==> src/pkg/fqp_pkg.sv <==
// ============================================================================
// Package of the flash query and program controller
// ============================================================================
// Holds command codes, status bit positions, bus timing counts, the expected
// extended query table and the structs that carry requests and answers.
// Assumes a 50 MHz clock and a x16-configured flash on the pins.
package fqp_pkg;

  localparam int CLK_NS = 20;
  localparam int ADDR_W = 23;
  localparam int DQ_W   = 16;
  localparam int CNT_W  = 12;
  localparam int TMO_W  = 20;

  // Bus timing, times in ns and the derived clock counts.
  localparam int T_WE_NS   = 70;
  localparam int T_RD_NS   = 150;
  localparam int T_REC_NS  = 30;
  localparam int T_RP_NS   = 25000;
  localparam int T_PROG_NS = 2000000;
  localparam logic [CNT_W-1:0] WE_CYC  = CNT_W'((T_WE_NS + CLK_NS - 1) / CLK_NS);
  localparam logic [CNT_W-1:0] RD_CYC  = CNT_W'((T_RD_NS + CLK_NS - 1) / CLK_NS);
  localparam logic [CNT_W-1:0] REC_CYC = CNT_W'((T_REC_NS + CLK_NS - 1) / CLK_NS);
  localparam logic [CNT_W-1:0] RP_CYC  = CNT_W'((T_RP_NS + CLK_NS - 1) / CLK_NS);
  localparam int               PROG_CYC = T_PROG_NS / CLK_NS;

  // Command codes written to the flash.
  localparam logic [7:0] CMD_PROG_SETUP = 8'h40;
  localparam logic [7:0] CMD_READ_ARRAY = 8'hFF;
  localparam logic [7:0] CMD_CLR_STATUS = 8'h50;
  localparam logic [7:0] CMD_QUERY      = 8'h98;

  // Operation status bit positions.
  localparam int MACHINE_READY_POS = 7;
  localparam int PROGRAM_ERR_POS   = 4;
  localparam int VOLTAGE_ERR_POS   = 3;
  localparam int PROTECT_ERR_POS   = 1;

  // Query locations.
  localparam logic [ADDR_W-1:0] QRY_PTR_ADDR = 23'h000015;
  localparam logic [DQ_W-1:0]   EXT_PTR_VAL  = 16'h0031;
  localparam logic [4:0]        EXT_LAST_IDX = 5'h15;
  localparam logic [7:0]        DQ_HI_ZERO   = 8'h00;

  typedef enum logic [2:0] {
    FQP_OP_PROGRAM,
    FQP_OP_QUERY,
    FQP_OP_TABLE_CHECK,
    FQP_OP_CLEAR,
    FQP_OP_ARRAY
  } fqp_op_t;

  typedef struct packed {
    fqp_op_t           op;
    logic              last;
    logic [ADDR_W-1:0] addr;
    logic [DQ_W-1:0]   data;
  } fqp_req_t;

  typedef struct packed {
    logic [7:0]      status;
    logic [DQ_W-1:0] rdata;
    logic            match;
    logic            error;
    logic            timeout;
  } fqp_rsp_t;

  typedef struct packed {
    logic              rp_n;
    logic              ce_n;
    logic              oe_n;
    logic              we_n;
    logic [ADDR_W-1:0] addr;
    logic [DQ_W-1:0]   dq_out;
    logic              dq_oe_n;
  } fqp_pins_t;

  // Expected extended table byte by index from its start: {care, value}.
  // Bytes 10h to 12h vary with the part and are not compared.
  function automatic logic [8:0] ext_expect(input logic [4:0] idx);
    logic [8:0] e;
    e = {1'b1, 8'h00};
    unique case (idx)
      5'h00: e = {1'b1, 8'h50};
      5'h01: e = {1'b1, 8'h52};
      5'h02: e = {1'b1, 8'h49};
      5'h03: e = {1'b1, 8'h31};
      5'h04: e = {1'b1, 8'h31};
      5'h05: e = {1'b1, 8'h0A};
      5'h09: e = {1'b1, 8'h01};
      5'h0A: e = {1'b1, 8'h01};
      5'h0C: e = {1'b1, 8'h33};
      5'h0D: e = {1'b1, 8'h00};
      5'h0E: e = {1'b1, 8'h01};
      5'h10: e = {1'b0, 8'h00};
      5'h11: e = {1'b0, 8'h00};
      5'h12: e = {1'b0, 8'h00};
      5'h13: e = {1'b1, 8'h03};
      default: e = {1'b1, 8'h00};
    endcase
    return e;
  endfunction

endpackage

==> src/logic/fqp_ctrl.sv <==
// ============================================================================
// Flash query and program controller
// ============================================================================
// Drives an asynchronous x16 NOR flash through its pins: program with status
// polling, query reads, an extended table check, clear status, read array.
// Assumes the flash pins are sampled synchronously to clk.
//
// What this block does
// [RQ1] Check extended table starts with P R I.
// [RQ2] Check both version bytes read 31h.
// [RQ3] Check feature field reads 0A 00 00 00.
// [RQ4] Feature bits checked through the 0Ah byte.
// [RQ5] Check after-suspend byte reads 01.
// [RQ6] Check block status mask reads 01 00.
// [RQ7] Check voltage bytes read 33 then 00.
// [RQ8] Check one protection field is reported.
// [RQ9] Check page-mode byte reads 03.
// [RQ10] Check synchronous field count reads 00.
// [RQ11] Locate extended table through pointer at 15h.
// [RQ12] Program: write 40h then data, same address.
// [RQ13] Poll ready bit until it reads one; the code stops polling when the program timeout is reached.
// [RQ14] Poll by toggling output enable, no command.
// [RQ15] Report voltage error bit from status.
// [RQ16] Report protect error bit from status.
// [RQ17] Report program error bit from status.
// [RQ18] Error bits persist until clear-status command.
// [RQ19] Clear status after any detected error.
// [RQ20] Write FFh after the last program; the code writes none when that program times out.
// [RQ21] Upper query data byte must be zero.
// [RQ22] Device wakes in array read mode.
// [RQ23] Reset pin low clears device status.
// [RQ24] Reserved table bytes must read zero.
`timescale 1ns/1ps

module fqp_ctrl
  import fqp_pkg::*;
#(
  parameter int PROG_TIMEOUT_CYC = fqp_pkg::PROG_CYC
) (
  // Clock and reset.
  input  wire logic                    clk,
  input  wire logic                    rst_n,
  // User request port.
  input  wire logic                    req_valid,
  input  wire fqp_pkg::fqp_req_t       req,
  output logic                         req_ready,
  // User answer port.
  output logic                         rsp_valid,
  output fqp_pkg::fqp_rsp_t            rsp,
  // Flash pins.
  output logic                         reset_powerdown_n,
  output logic                         flash_ce_n,
  output logic                         flash_oe_n,
  output logic                         flash_we_n,
  output logic [fqp_pkg::ADDR_W-1:0]   flash_addr,
  output logic [fqp_pkg::DQ_W-1:0]     flash_dq_out,
  output logic                         flash_dq_oe_n,
  input  wire logic [fqp_pkg::DQ_W-1:0] flash_dq_in
);
  import fqp_pkg::*;

  // ==========================================================================
  // State
  // ==========================================================================
  typedef enum logic [2:0] {
    S_RESET, S_WAKE, S_IDLE, S_WR, S_WR_REC, S_RD, S_RD_REC
  } fqp_st_t;

  typedef enum logic [3:0] {
    P_SETUP, P_DATA, P_POLL, P_CLR_ERR, P_FINISH,
    P_QCMD, P_QRD, P_TCMD, P_TPTR, P_TRD
  } fqp_ph_t;

  typedef struct packed {
    fqp_st_t           st;
    fqp_ph_t           ph;
    fqp_req_t          req;
    logic [DQ_W-1:0]   bdata;
    logic [CNT_W-1:0]  cnt;
    logic [TMO_W-1:0]  tmo;
    logic              tmo_hit;
    logic [4:0]        idx;
    logic [7:0]        ptr;
    logic              match;
    fqp_pins_t         pins;
    logic              req_ready;
    logic              rsp_valid;
    fqp_rsp_t          rsp;
  } fqp_state_t;

  localparam logic [TMO_W-1:0] TMO_LIM = TMO_W'(PROG_TIMEOUT_CYC);

  fqp_state_t state_ff;
  fqp_state_t nxt_state;

  function automatic fqp_state_t reset_val();
    fqp_state_t r;
    r              = '0;
    r.st           = S_RESET;
    r.pins.rp_n    = 1'b0;
    r.pins.ce_n    = 1'b1;
    r.pins.oe_n    = 1'b1;
    r.pins.we_n    = 1'b1;
    r.pins.dq_oe_n = 1'b1;
    return r;
  endfunction

  // Starts a write cycle; address and data stand from its first cycle.
  function automatic fqp_state_t go_wr(input fqp_state_t s, input logic [ADDR_W-1:0] a,
                                       input logic [DQ_W-1:0] d);
    fqp_state_t r;
    r              = s;
    r.st           = S_WR;
    r.cnt          = '0;
    r.pins.addr    = a;
    r.pins.dq_out  = d;
    r.pins.dq_oe_n = 1'b0;
    r.pins.ce_n    = 1'b0;
    r.pins.we_n    = 1'b0;
    return r;
  endfunction

  // Starts a read cycle with the data lines released.
  function automatic fqp_state_t go_rd(input fqp_state_t s, input logic [ADDR_W-1:0] a);
    fqp_state_t r;
    r              = s;
    r.st           = S_RD;
    r.cnt          = '0;
    r.pins.addr    = a;
    r.pins.dq_oe_n = 1'b1;
    r.pins.ce_n    = 1'b0;
    r.pins.oe_n    = 1'b0;
    return r;
  endfunction

  // Ends the operation and posts the answer.
  function automatic fqp_state_t finish(input fqp_state_t s);
    fqp_state_t r;
    r             = s;
    r.st          = S_IDLE;
    r.req_ready   = 1'b1;
    r.rsp_valid   = 1'b1;
    r.rsp.rdata   = s.bdata;
    r.rsp.match   = s.match;
    r.rsp.timeout = s.tmo_hit;
    r.rsp.error   = s.rsp.status[PROGRAM_ERR_POS] | s.rsp.status[VOLTAGE_ERR_POS] |
                    s.rsp.status[PROTECT_ERR_POS] | s.tmo_hit;
    return r;
  endfunction

  // ==========================================================================
  // Next state
  // ==========================================================================
  always_comb begin
    logic [8:0]       exp_b;
    logic [4:0]       nidx;
    logic             err;
    exp_b = ext_expect(state_ff.idx);
    nidx  = state_ff.idx + 5'h01;
    err   = 1'b0;
    nxt_state           = state_ff;
    nxt_state.rsp_valid = 1'b0;
    nxt_state.cnt       = state_ff.cnt + CNT_W'(1);
    if (state_ff.tmo != TMO_LIM) begin
      nxt_state.tmo = state_ff.tmo + TMO_W'(1);
    end
    unique case (state_ff.st)
      S_RESET: begin
        if (state_ff.cnt == RP_CYC - CNT_W'(1)) begin
          nxt_state.pins.rp_n = 1'b1; // RQ23
          nxt_state.st        = S_WAKE;
          nxt_state.cnt       = '0;
        end
      end
      S_WAKE: begin
        if (state_ff.cnt == RP_CYC - CNT_W'(1)) begin
          nxt_state.st        = S_IDLE; // RQ22
          nxt_state.req_ready = 1'b1;
        end
      end
      S_IDLE: begin
        nxt_state.cnt = '0;
        if (req_valid) begin
          nxt_state.req       = req;
          nxt_state.req_ready = 1'b0;
          nxt_state.match     = 1'b1;
          nxt_state.tmo_hit   = 1'b0;
          nxt_state.rsp       = '0;
          nxt_state.bdata     = '0;
          unique case (req.op)
            FQP_OP_PROGRAM: begin
              nxt_state    = go_wr(nxt_state, req.addr, {DQ_HI_ZERO, CMD_PROG_SETUP}); // RQ12
              nxt_state.ph = P_SETUP;
            end
            FQP_OP_QUERY: begin
              nxt_state    = go_wr(nxt_state, req.addr, {DQ_HI_ZERO, CMD_QUERY});
              nxt_state.ph = P_QCMD;
            end
            FQP_OP_TABLE_CHECK: begin
              nxt_state    = go_wr(nxt_state, req.addr, {DQ_HI_ZERO, CMD_QUERY});
              nxt_state.ph = P_TCMD;
            end
            FQP_OP_CLEAR: begin
              nxt_state    = go_wr(nxt_state, req.addr, {DQ_HI_ZERO, CMD_CLR_STATUS});
              nxt_state.ph = P_FINISH;
            end
            default: begin
              nxt_state    = go_wr(nxt_state, req.addr, {DQ_HI_ZERO, CMD_READ_ARRAY});
              nxt_state.ph = P_FINISH;
            end
          endcase
        end
      end
      S_WR: begin
        if (state_ff.cnt == WE_CYC - CNT_W'(1)) begin
          nxt_state.pins.we_n = 1'b1;
          nxt_state.pins.ce_n = 1'b1;
          nxt_state.st        = S_WR_REC;
          nxt_state.cnt       = '0;
        end
      end
      S_WR_REC: begin
        if (state_ff.cnt == REC_CYC - CNT_W'(1)) begin
          nxt_state.pins.dq_oe_n = 1'b1;
          unique case (state_ff.ph)
            P_SETUP: begin
              nxt_state    = go_wr(nxt_state, state_ff.req.addr, state_ff.req.data); // RQ12
              nxt_state.ph = P_DATA;
            end
            P_DATA: begin
              nxt_state.tmo = '0;
              nxt_state     = go_rd(nxt_state, state_ff.req.addr);
              nxt_state.ph  = P_POLL;
            end
            P_QCMD: begin
              nxt_state    = go_rd(nxt_state, state_ff.req.addr);
              nxt_state.ph = P_QRD;
            end
            P_TCMD: begin
              nxt_state    = go_rd(nxt_state, QRY_PTR_ADDR); // RQ11
              nxt_state.ph = P_TPTR;
            end
            P_CLR_ERR: begin
              if (state_ff.req.last) begin
                nxt_state    = go_wr(nxt_state, state_ff.req.addr,
                                     {DQ_HI_ZERO, CMD_READ_ARRAY}); // RQ20
                nxt_state.ph = P_FINISH;
              end else begin
                nxt_state = finish(nxt_state);
              end
            end
            default: begin
              nxt_state = finish(nxt_state);
            end
          endcase
        end
      end
      S_RD: begin
        if (state_ff.cnt == RD_CYC - CNT_W'(1)) begin
          nxt_state.bdata     = flash_dq_in;
          nxt_state.pins.oe_n = 1'b1; // RQ14
          nxt_state.pins.ce_n = 1'b1;
          nxt_state.st        = S_RD_REC;
          nxt_state.cnt       = '0;
        end
      end
      S_RD_REC: begin
        if (state_ff.cnt == REC_CYC - CNT_W'(1)) begin
          unique case (state_ff.ph)
            P_POLL: begin
              nxt_state.rsp.status = state_ff.bdata[7:0];
              err = state_ff.bdata[PROGRAM_ERR_POS] | state_ff.bdata[VOLTAGE_ERR_POS] |
                    state_ff.bdata[PROTECT_ERR_POS]; // RQ15 RQ16 RQ17 RQ18
              if (state_ff.bdata[MACHINE_READY_POS]) begin // RQ13
                if (err) begin
                  nxt_state    = go_wr(nxt_state, state_ff.req.addr,
                                       {DQ_HI_ZERO, CMD_CLR_STATUS}); // RQ19
                  nxt_state.ph = P_CLR_ERR;
                end else if (state_ff.req.last) begin
                  nxt_state    = go_wr(nxt_state, state_ff.req.addr,
                                       {DQ_HI_ZERO, CMD_READ_ARRAY}); // RQ20
                  nxt_state.ph = P_FINISH;
                end else begin
                  nxt_state = finish(nxt_state);
                end
              end else if (state_ff.tmo == TMO_LIM) begin
                nxt_state.tmo_hit = 1'b1;
                nxt_state         = finish(nxt_state);
              end else begin
                nxt_state = go_rd(nxt_state, state_ff.req.addr); // RQ14
              end
            end
            P_QRD: begin
              nxt_state.match = (state_ff.bdata[15:8] == DQ_HI_ZERO); // RQ21
              nxt_state       = finish(nxt_state);
            end
            P_TPTR: begin
              nxt_state.ptr   = state_ff.bdata[7:0]; // RQ11
              nxt_state.match = (state_ff.bdata == EXT_PTR_VAL);
              nxt_state.idx   = '0;
              nxt_state       = go_rd(nxt_state, ADDR_W'(state_ff.bdata[7:0]));
              nxt_state.ph    = P_TRD;
            end
            P_TRD: begin
              // Covers signature, versions, features, masks, voltages,
              // protection count, page size, burst count and reserved byte.
              if (exp_b[8] && state_ff.bdata != {DQ_HI_ZERO, exp_b[7:0]}) begin
                nxt_state.match = 1'b0; // RQ1 RQ2 RQ3 RQ4 RQ5 RQ6 RQ7 RQ8 RQ9 RQ10 RQ24
              end
              if (state_ff.idx == EXT_LAST_IDX) begin
                nxt_state = finish(nxt_state);
              end else begin
                nxt_state.idx = nidx;
                nxt_state     = go_rd(nxt_state, ADDR_W'(state_ff.ptr + {3'b000, nidx}));
              end
            end
            default: begin
              nxt_state = finish(nxt_state);
            end
          endcase
        end
      end
      default: begin
        nxt_state = reset_val();
      end
    endcase
  end

  // ==========================================================================
  // Registers and outputs
  // ==========================================================================
  always_ff @(posedge clk) begin
    if (!rst_n) begin
      state_ff <= reset_val();
    end else begin
      state_ff <= nxt_state;
    end
  end

  assign req_ready         = state_ff.req_ready;
  assign rsp_valid         = state_ff.rsp_valid;
  assign rsp               = state_ff.rsp;
  assign reset_powerdown_n = state_ff.pins.rp_n;
  assign flash_ce_n        = state_ff.pins.ce_n;
  assign flash_oe_n        = state_ff.pins.oe_n;
  assign flash_we_n        = state_ff.pins.we_n;
  assign flash_addr        = state_ff.pins.addr;
  assign flash_dq_out      = state_ff.pins.dq_out;
  assign flash_dq_oe_n     = state_ff.pins.dq_oe_n;

endmodule

==> config.mk <==
export PLATFORM = sky130hd
export DESIGN_NAME = fqp_ctrl
export DESIGN_NICKNAME = d
export VERILOG_FILES = /design/src/pkg/fqp_pkg.sv /design/src/logic/fqp_ctrl.sv
export SDC_FILE = /design/constraint.sdc
export NUM_CORES = 1
export LEC_CHECK = 0
export BUFFER_PORTS_ARGS = -buffer_cell sky130_fd_sc_hd__buf_2
export CORE_UTILIZATION = 40
export DETAILED_ROUTE_END_ITERATION = 10
export PLACE_DENSITY = 0.6
export SYNTH_ARGS = -nofsm -noshare
export SYNTH_HDL_FRONTEND = slang
export SYNTH_SLANG_ARGS = --single-unit
export TNS_END_PERCENT = 30
==> constraint.sdc <==
create_clock -name clk -period 2.5 [get_ports clk]
set_clock_uncertainty 0.1 [all_clocks]
set_input_delay 0.5 -clock clk [delete_from_list [all_inputs] [get_ports clk]]
set_output_delay 0.5 -clock clk [all_outputs]
set_load 0.1 [all_outputs]
==> results.txt <==
- Number of inserted diodes: 0
* Result of the run: finished, violations left
- The number of global-route vias before repair is 8617.
* Total number of placement rows: 56
- Data on the critical path arrives at its endpoint at 2.79 ns.
- Setup repair after global routing missed its margin: true
- Share of the clock period used by the worst path after layout: 100%
* Transition time at the pin with the least slew margin: 1.08 ns
* Delay of the slowest cell on the worst path: 0.46 ns
- At the worst endpoint, the required time is 2.79 ns.
- A synthesized cell averages 8.16 sq um.
- Area used by sequential logic in the layout: 0.00382 sq mm
- VDD sags by at most 0.000351 V.
- Post-Synthesis Net Count: 1273
- Core region area: 0.0237 sq mm
- Count of fill cells added during filler insertion: 2269
* Crit path time final: 2.50 ns
* Synth Instances: 1193
- Most frequent standard cell in the layout excluding fill and tap cells: sky130_fd_sc_hd__dfxtp_1
- Detailed router's first-iteration violation count: 810
- GRT Max-Usage Layer: met2
* M3 GR Usage: 5.28%
* Maximum number of pins on one net before global-route repair: 98
- After detailed routing, the number of remaining DRC violations is 0.
* Clock tree from TritonCTS: done
- The die is 158 microns tall.
- Layout Cell Area excl Fill: 0.0126 sq mm
* H-tree depth: 4
- Sequential elements use 39.1% of the synthesized area.
- Across the run, the number of max-cap violations was 0.
- Routed via count: 9371
- At the end of the flow, the number of nets in the layout was 1466.
* Kind of start point of the critical path: register
* Post-Route WL: 30900 microns
* Worst skew pair latency: 0.44 ns
* Final setup slack of the worst path: -0.00306 ns
- The count of pins over their slew limit came to 0.
* Kind of path behind the tightest hold check: in2reg
- In the routed layout, each cell is associated on average with a via count of 5.45.
- Cell family with the largest share of critical-path delay: compound AO/OA/AOI/OAI gates
- Post-synthesis cell type with the largest combined area: sky130_fd_sc_hd__dfxtp_1
- Slowest-stage cell, CP: sky130_fd_sc_hd__dfxtp_1
* Met1 Usage GRT: 32.3%
* Layout cells sized above 1: 32.2%
- The initial utilization of the core area, before any placement, comes to 41.1%.
* Num ports: 135
- Counting buffers and inverters, the worst setup path is 11 cells deep.
- At the end of routability-driven placement, the weighted congestion stood at 0.945.
- Sorting the synthesized cells by area gives the leading types as sky130_fd_sc_hd__dfxtp_1 39%, sky130_fd_sc_hd__a21oi_1 5.3%, sky130_fd_sc_hd__buf_4 5.1%.
* Buffers and inverters on the worst path: 3
- For this run, global-route usage on met2 was measured as 38.5%.
* Area share of the largest cell type after synthesis: 39.1%
- The first global-routing pass estimated 46500 microns of wire.
- Top library cells by usage in the layout, fill and taps aside: 179 x sky130_fd_sc_hd__dfxtp_1, 166 x sky130_fd_sc_hd__buf_4, 134 x sky130_fd_sc_hd__buf_2
- Remaining antenna violation count after routing: 0
* Initial antenna violation count: 0
- Along the worst hold path, the cell count comes to 3.
- Dividing the detail-routed wire length by the instance count gives 18.0 microns.
- Overall global routing resource usage: 24.2%
- Ys flop type: sky130_fd_sc_hd__dfxtp_1
- Counting every sink on the clock net gives 190.
- The floorplan step defined a die boundary enclosing 0.0250 sq mm.
- After synthesis the netlist holds a flip-flop and latch count of 190.
- Number of buffer cells added on primary ports: 134
- Number of different library cells in the post-synthesis netlist: 87
- Global-route congestion overflow total: 0
* Cell depth of the worst flop-to-flop path: 11
- Power per unit of standard cell area: 474 mW/mm^2
* Die extent in x: 158 microns
* Violated checks: negative setup slack
* Yosys Warn Count: 0
- Prior to clock tree synthesis, the placed netlist has a worst setup slack of -0.190 ns.
* Highest clock rate: 0.400 GHz
- CP max FO: 6
- Combined area of all synthesized cells: 0.00973 sq mm
- Pleak: 0.00502 uW
* Worst-case clock buffer depth: 2
* Syn-to-layout area delta: 29.3%
* Clock transition at the registers of the reported paths: 0.07 ns
* TritonCTS buffer count: 17
- Walking the worst path, the cells encountered are and4bb_2 > a21o_1 > o21ai_4 > nand2b_4 > o211a_4 > inv_4 > ha_4 > inv_2 > buf_4 > o32ai_2 > mux2_4.
* Async set-reset flop share out of synthesis: 0%
* Detailed placer's ending HPWL: 21700 microns
* Initial DRT Pass Iterations: 6
* Final hold violation count: 0
- Type of the worst setup path: reg2reg
- Number of endpoints failing setup at the final stage: 1
- Rel. slew slack: 27.7%
- Multi-input gate area: 0.00540 sq mm
- Count of flip-flops with a built-in enable after synthesis: 0
- Cell at the root of the clock tree: sky130_fd_sc_hd__clkbuf_16
* Area of placed instances: 0.0113 sq mm
- The worst setup path is captured at a register.
-- what timing repair did --
item                       in CTS  in global routing
cloned                          2                  1
hold buffers                    0                  0
setup endpoints to repair      45                 69
resized for setup              42                 68
buffers inserted               13                 19
pin swaps                      31                 41
-- synth_stat cells (all sizes together), types with 25 or more instances --
cell    number
nand2      116
nand3       85
inv         33
xnor2       27
nor2       130
clkbuf      54
o21ai       44
dfxtp      190
a22o        25
buf         93
a22oi       44
a21oi      105
-- cells by family (layout without fill, tap and decap cells) --
| logic type | Yosys count | after routing | share of synthesized area (%) |
|---|---|---|---|
| simple gates | 437 | 438 | 21.7 |
| flops | 190 | 190 | 39.1 |
| buf+inv | 180 | 385 | 9.87 |
| mux | 16 | 16 | 1.67 |
| compound gates | 309 | 309 | 21.4 |
| xor+xnor | 43 | 43 | 3.87 |
| fa+ha+maj | 18 | 18 | 2.39 |
-- metrics by stage --
step / hold slack, ns / total power [uW] / TNS (ns) / utilization (%) / std cells
finish: 0.211 / 5970 / -0.00306 / 53.1 / 1718
global route: 0.197 / 6180 / -0.979 / 53.1 / 1718
CTS: 0.191 / 6010 / -0.118 / 51.4 / 1699
detailed placement: 0.341 / 3340 / -2.49 / 47.6 / 1652
global placement: 0.336 / 3340 / -1.64 / 47.6 / 1652
floorplan: 0.323 / 3220 / -0.140 / - / 1193
-- layout make-up --
| class | instances | area share [%] |
|---|---|---|
| multi-input combinational | 824 | 42.9 |
| sequential | 190 | 30.3 |
| timing repair buffer | 320 | 18.0 |
| clock buffer | 19 | 3.52 |
| tap | 319 | 3.17 |
| inverter | 33 | 1.02 |
| clock inverter | 13 | 1.00 |
-- report_power, final --
group	internal [uW]	leakage, uW	total [uW]	switching (uW)
logic	112	0.00321	268	156
registers	3030	0.00154	3040	8.18
clock network	1350	0.000272	2660	1310
total	4490	0.00502	5970	1480
-- flip-flops by register name, summed over array words and instances (netlist names), 16 cells and up, named ones only --
register      count
state_ff        110
flash_addr       23
flash_dq_out     16
rsp              27
-- path summary, 6_finish.rpt --
kind / start / endpoint / slack [ns]
worst max-delay path: state_ff[181]$_SDFFE_PN0P_ / register / -0.003
worst min-delay path: req[5] / state_ff[141]$_SDFFE_PN0P_ / 0.21
worst max register to register: state_ff[181]$_SDFFE_PN0P_ / register / -0.003
worst min register to register: flash_addr[21]$_SDFFE_PN0P_ / flash_addr[21]$_SDFFE_PN0P_ / 0.35
-- layer usage --
| metal | vias to the layer above | routed length, microns |
|---|---|---|
| met1 | 4418 | 13800 |
| met3 | 66 | 2170 |
| met5 | - | 0 |
| met2 | 327 | 14000 |
| met4 | 0 | 916 |
| li1 | 4560 | - |
-- worst register-to-register path, stage by stage (launching register included) --
cell                       delay, ns
sky130_fd_sc_hd__dfxtp_1        0.46
sky130_fd_sc_hd__and4bb_2       0.31
sky130_fd_sc_hd__a21o_1         0.23
sky130_fd_sc_hd__o21ai_4        0.21
sky130_fd_sc_hd__nand2b_4       0.08
sky130_fd_sc_hd__o211a_4        0.29
sky130_fd_sc_hd__inv_4          0.07
sky130_fd_sc_hd__ha_4           0.13
sky130_fd_sc_hd__inv_2          0.03
sky130_fd_sc_hd__buf_4          0.12
sky130_fd_sc_hd__o32ai_2        0.25
sky130_fd_sc_hd__mux2_4         0.17
Power figures use the tool's default switching activity.
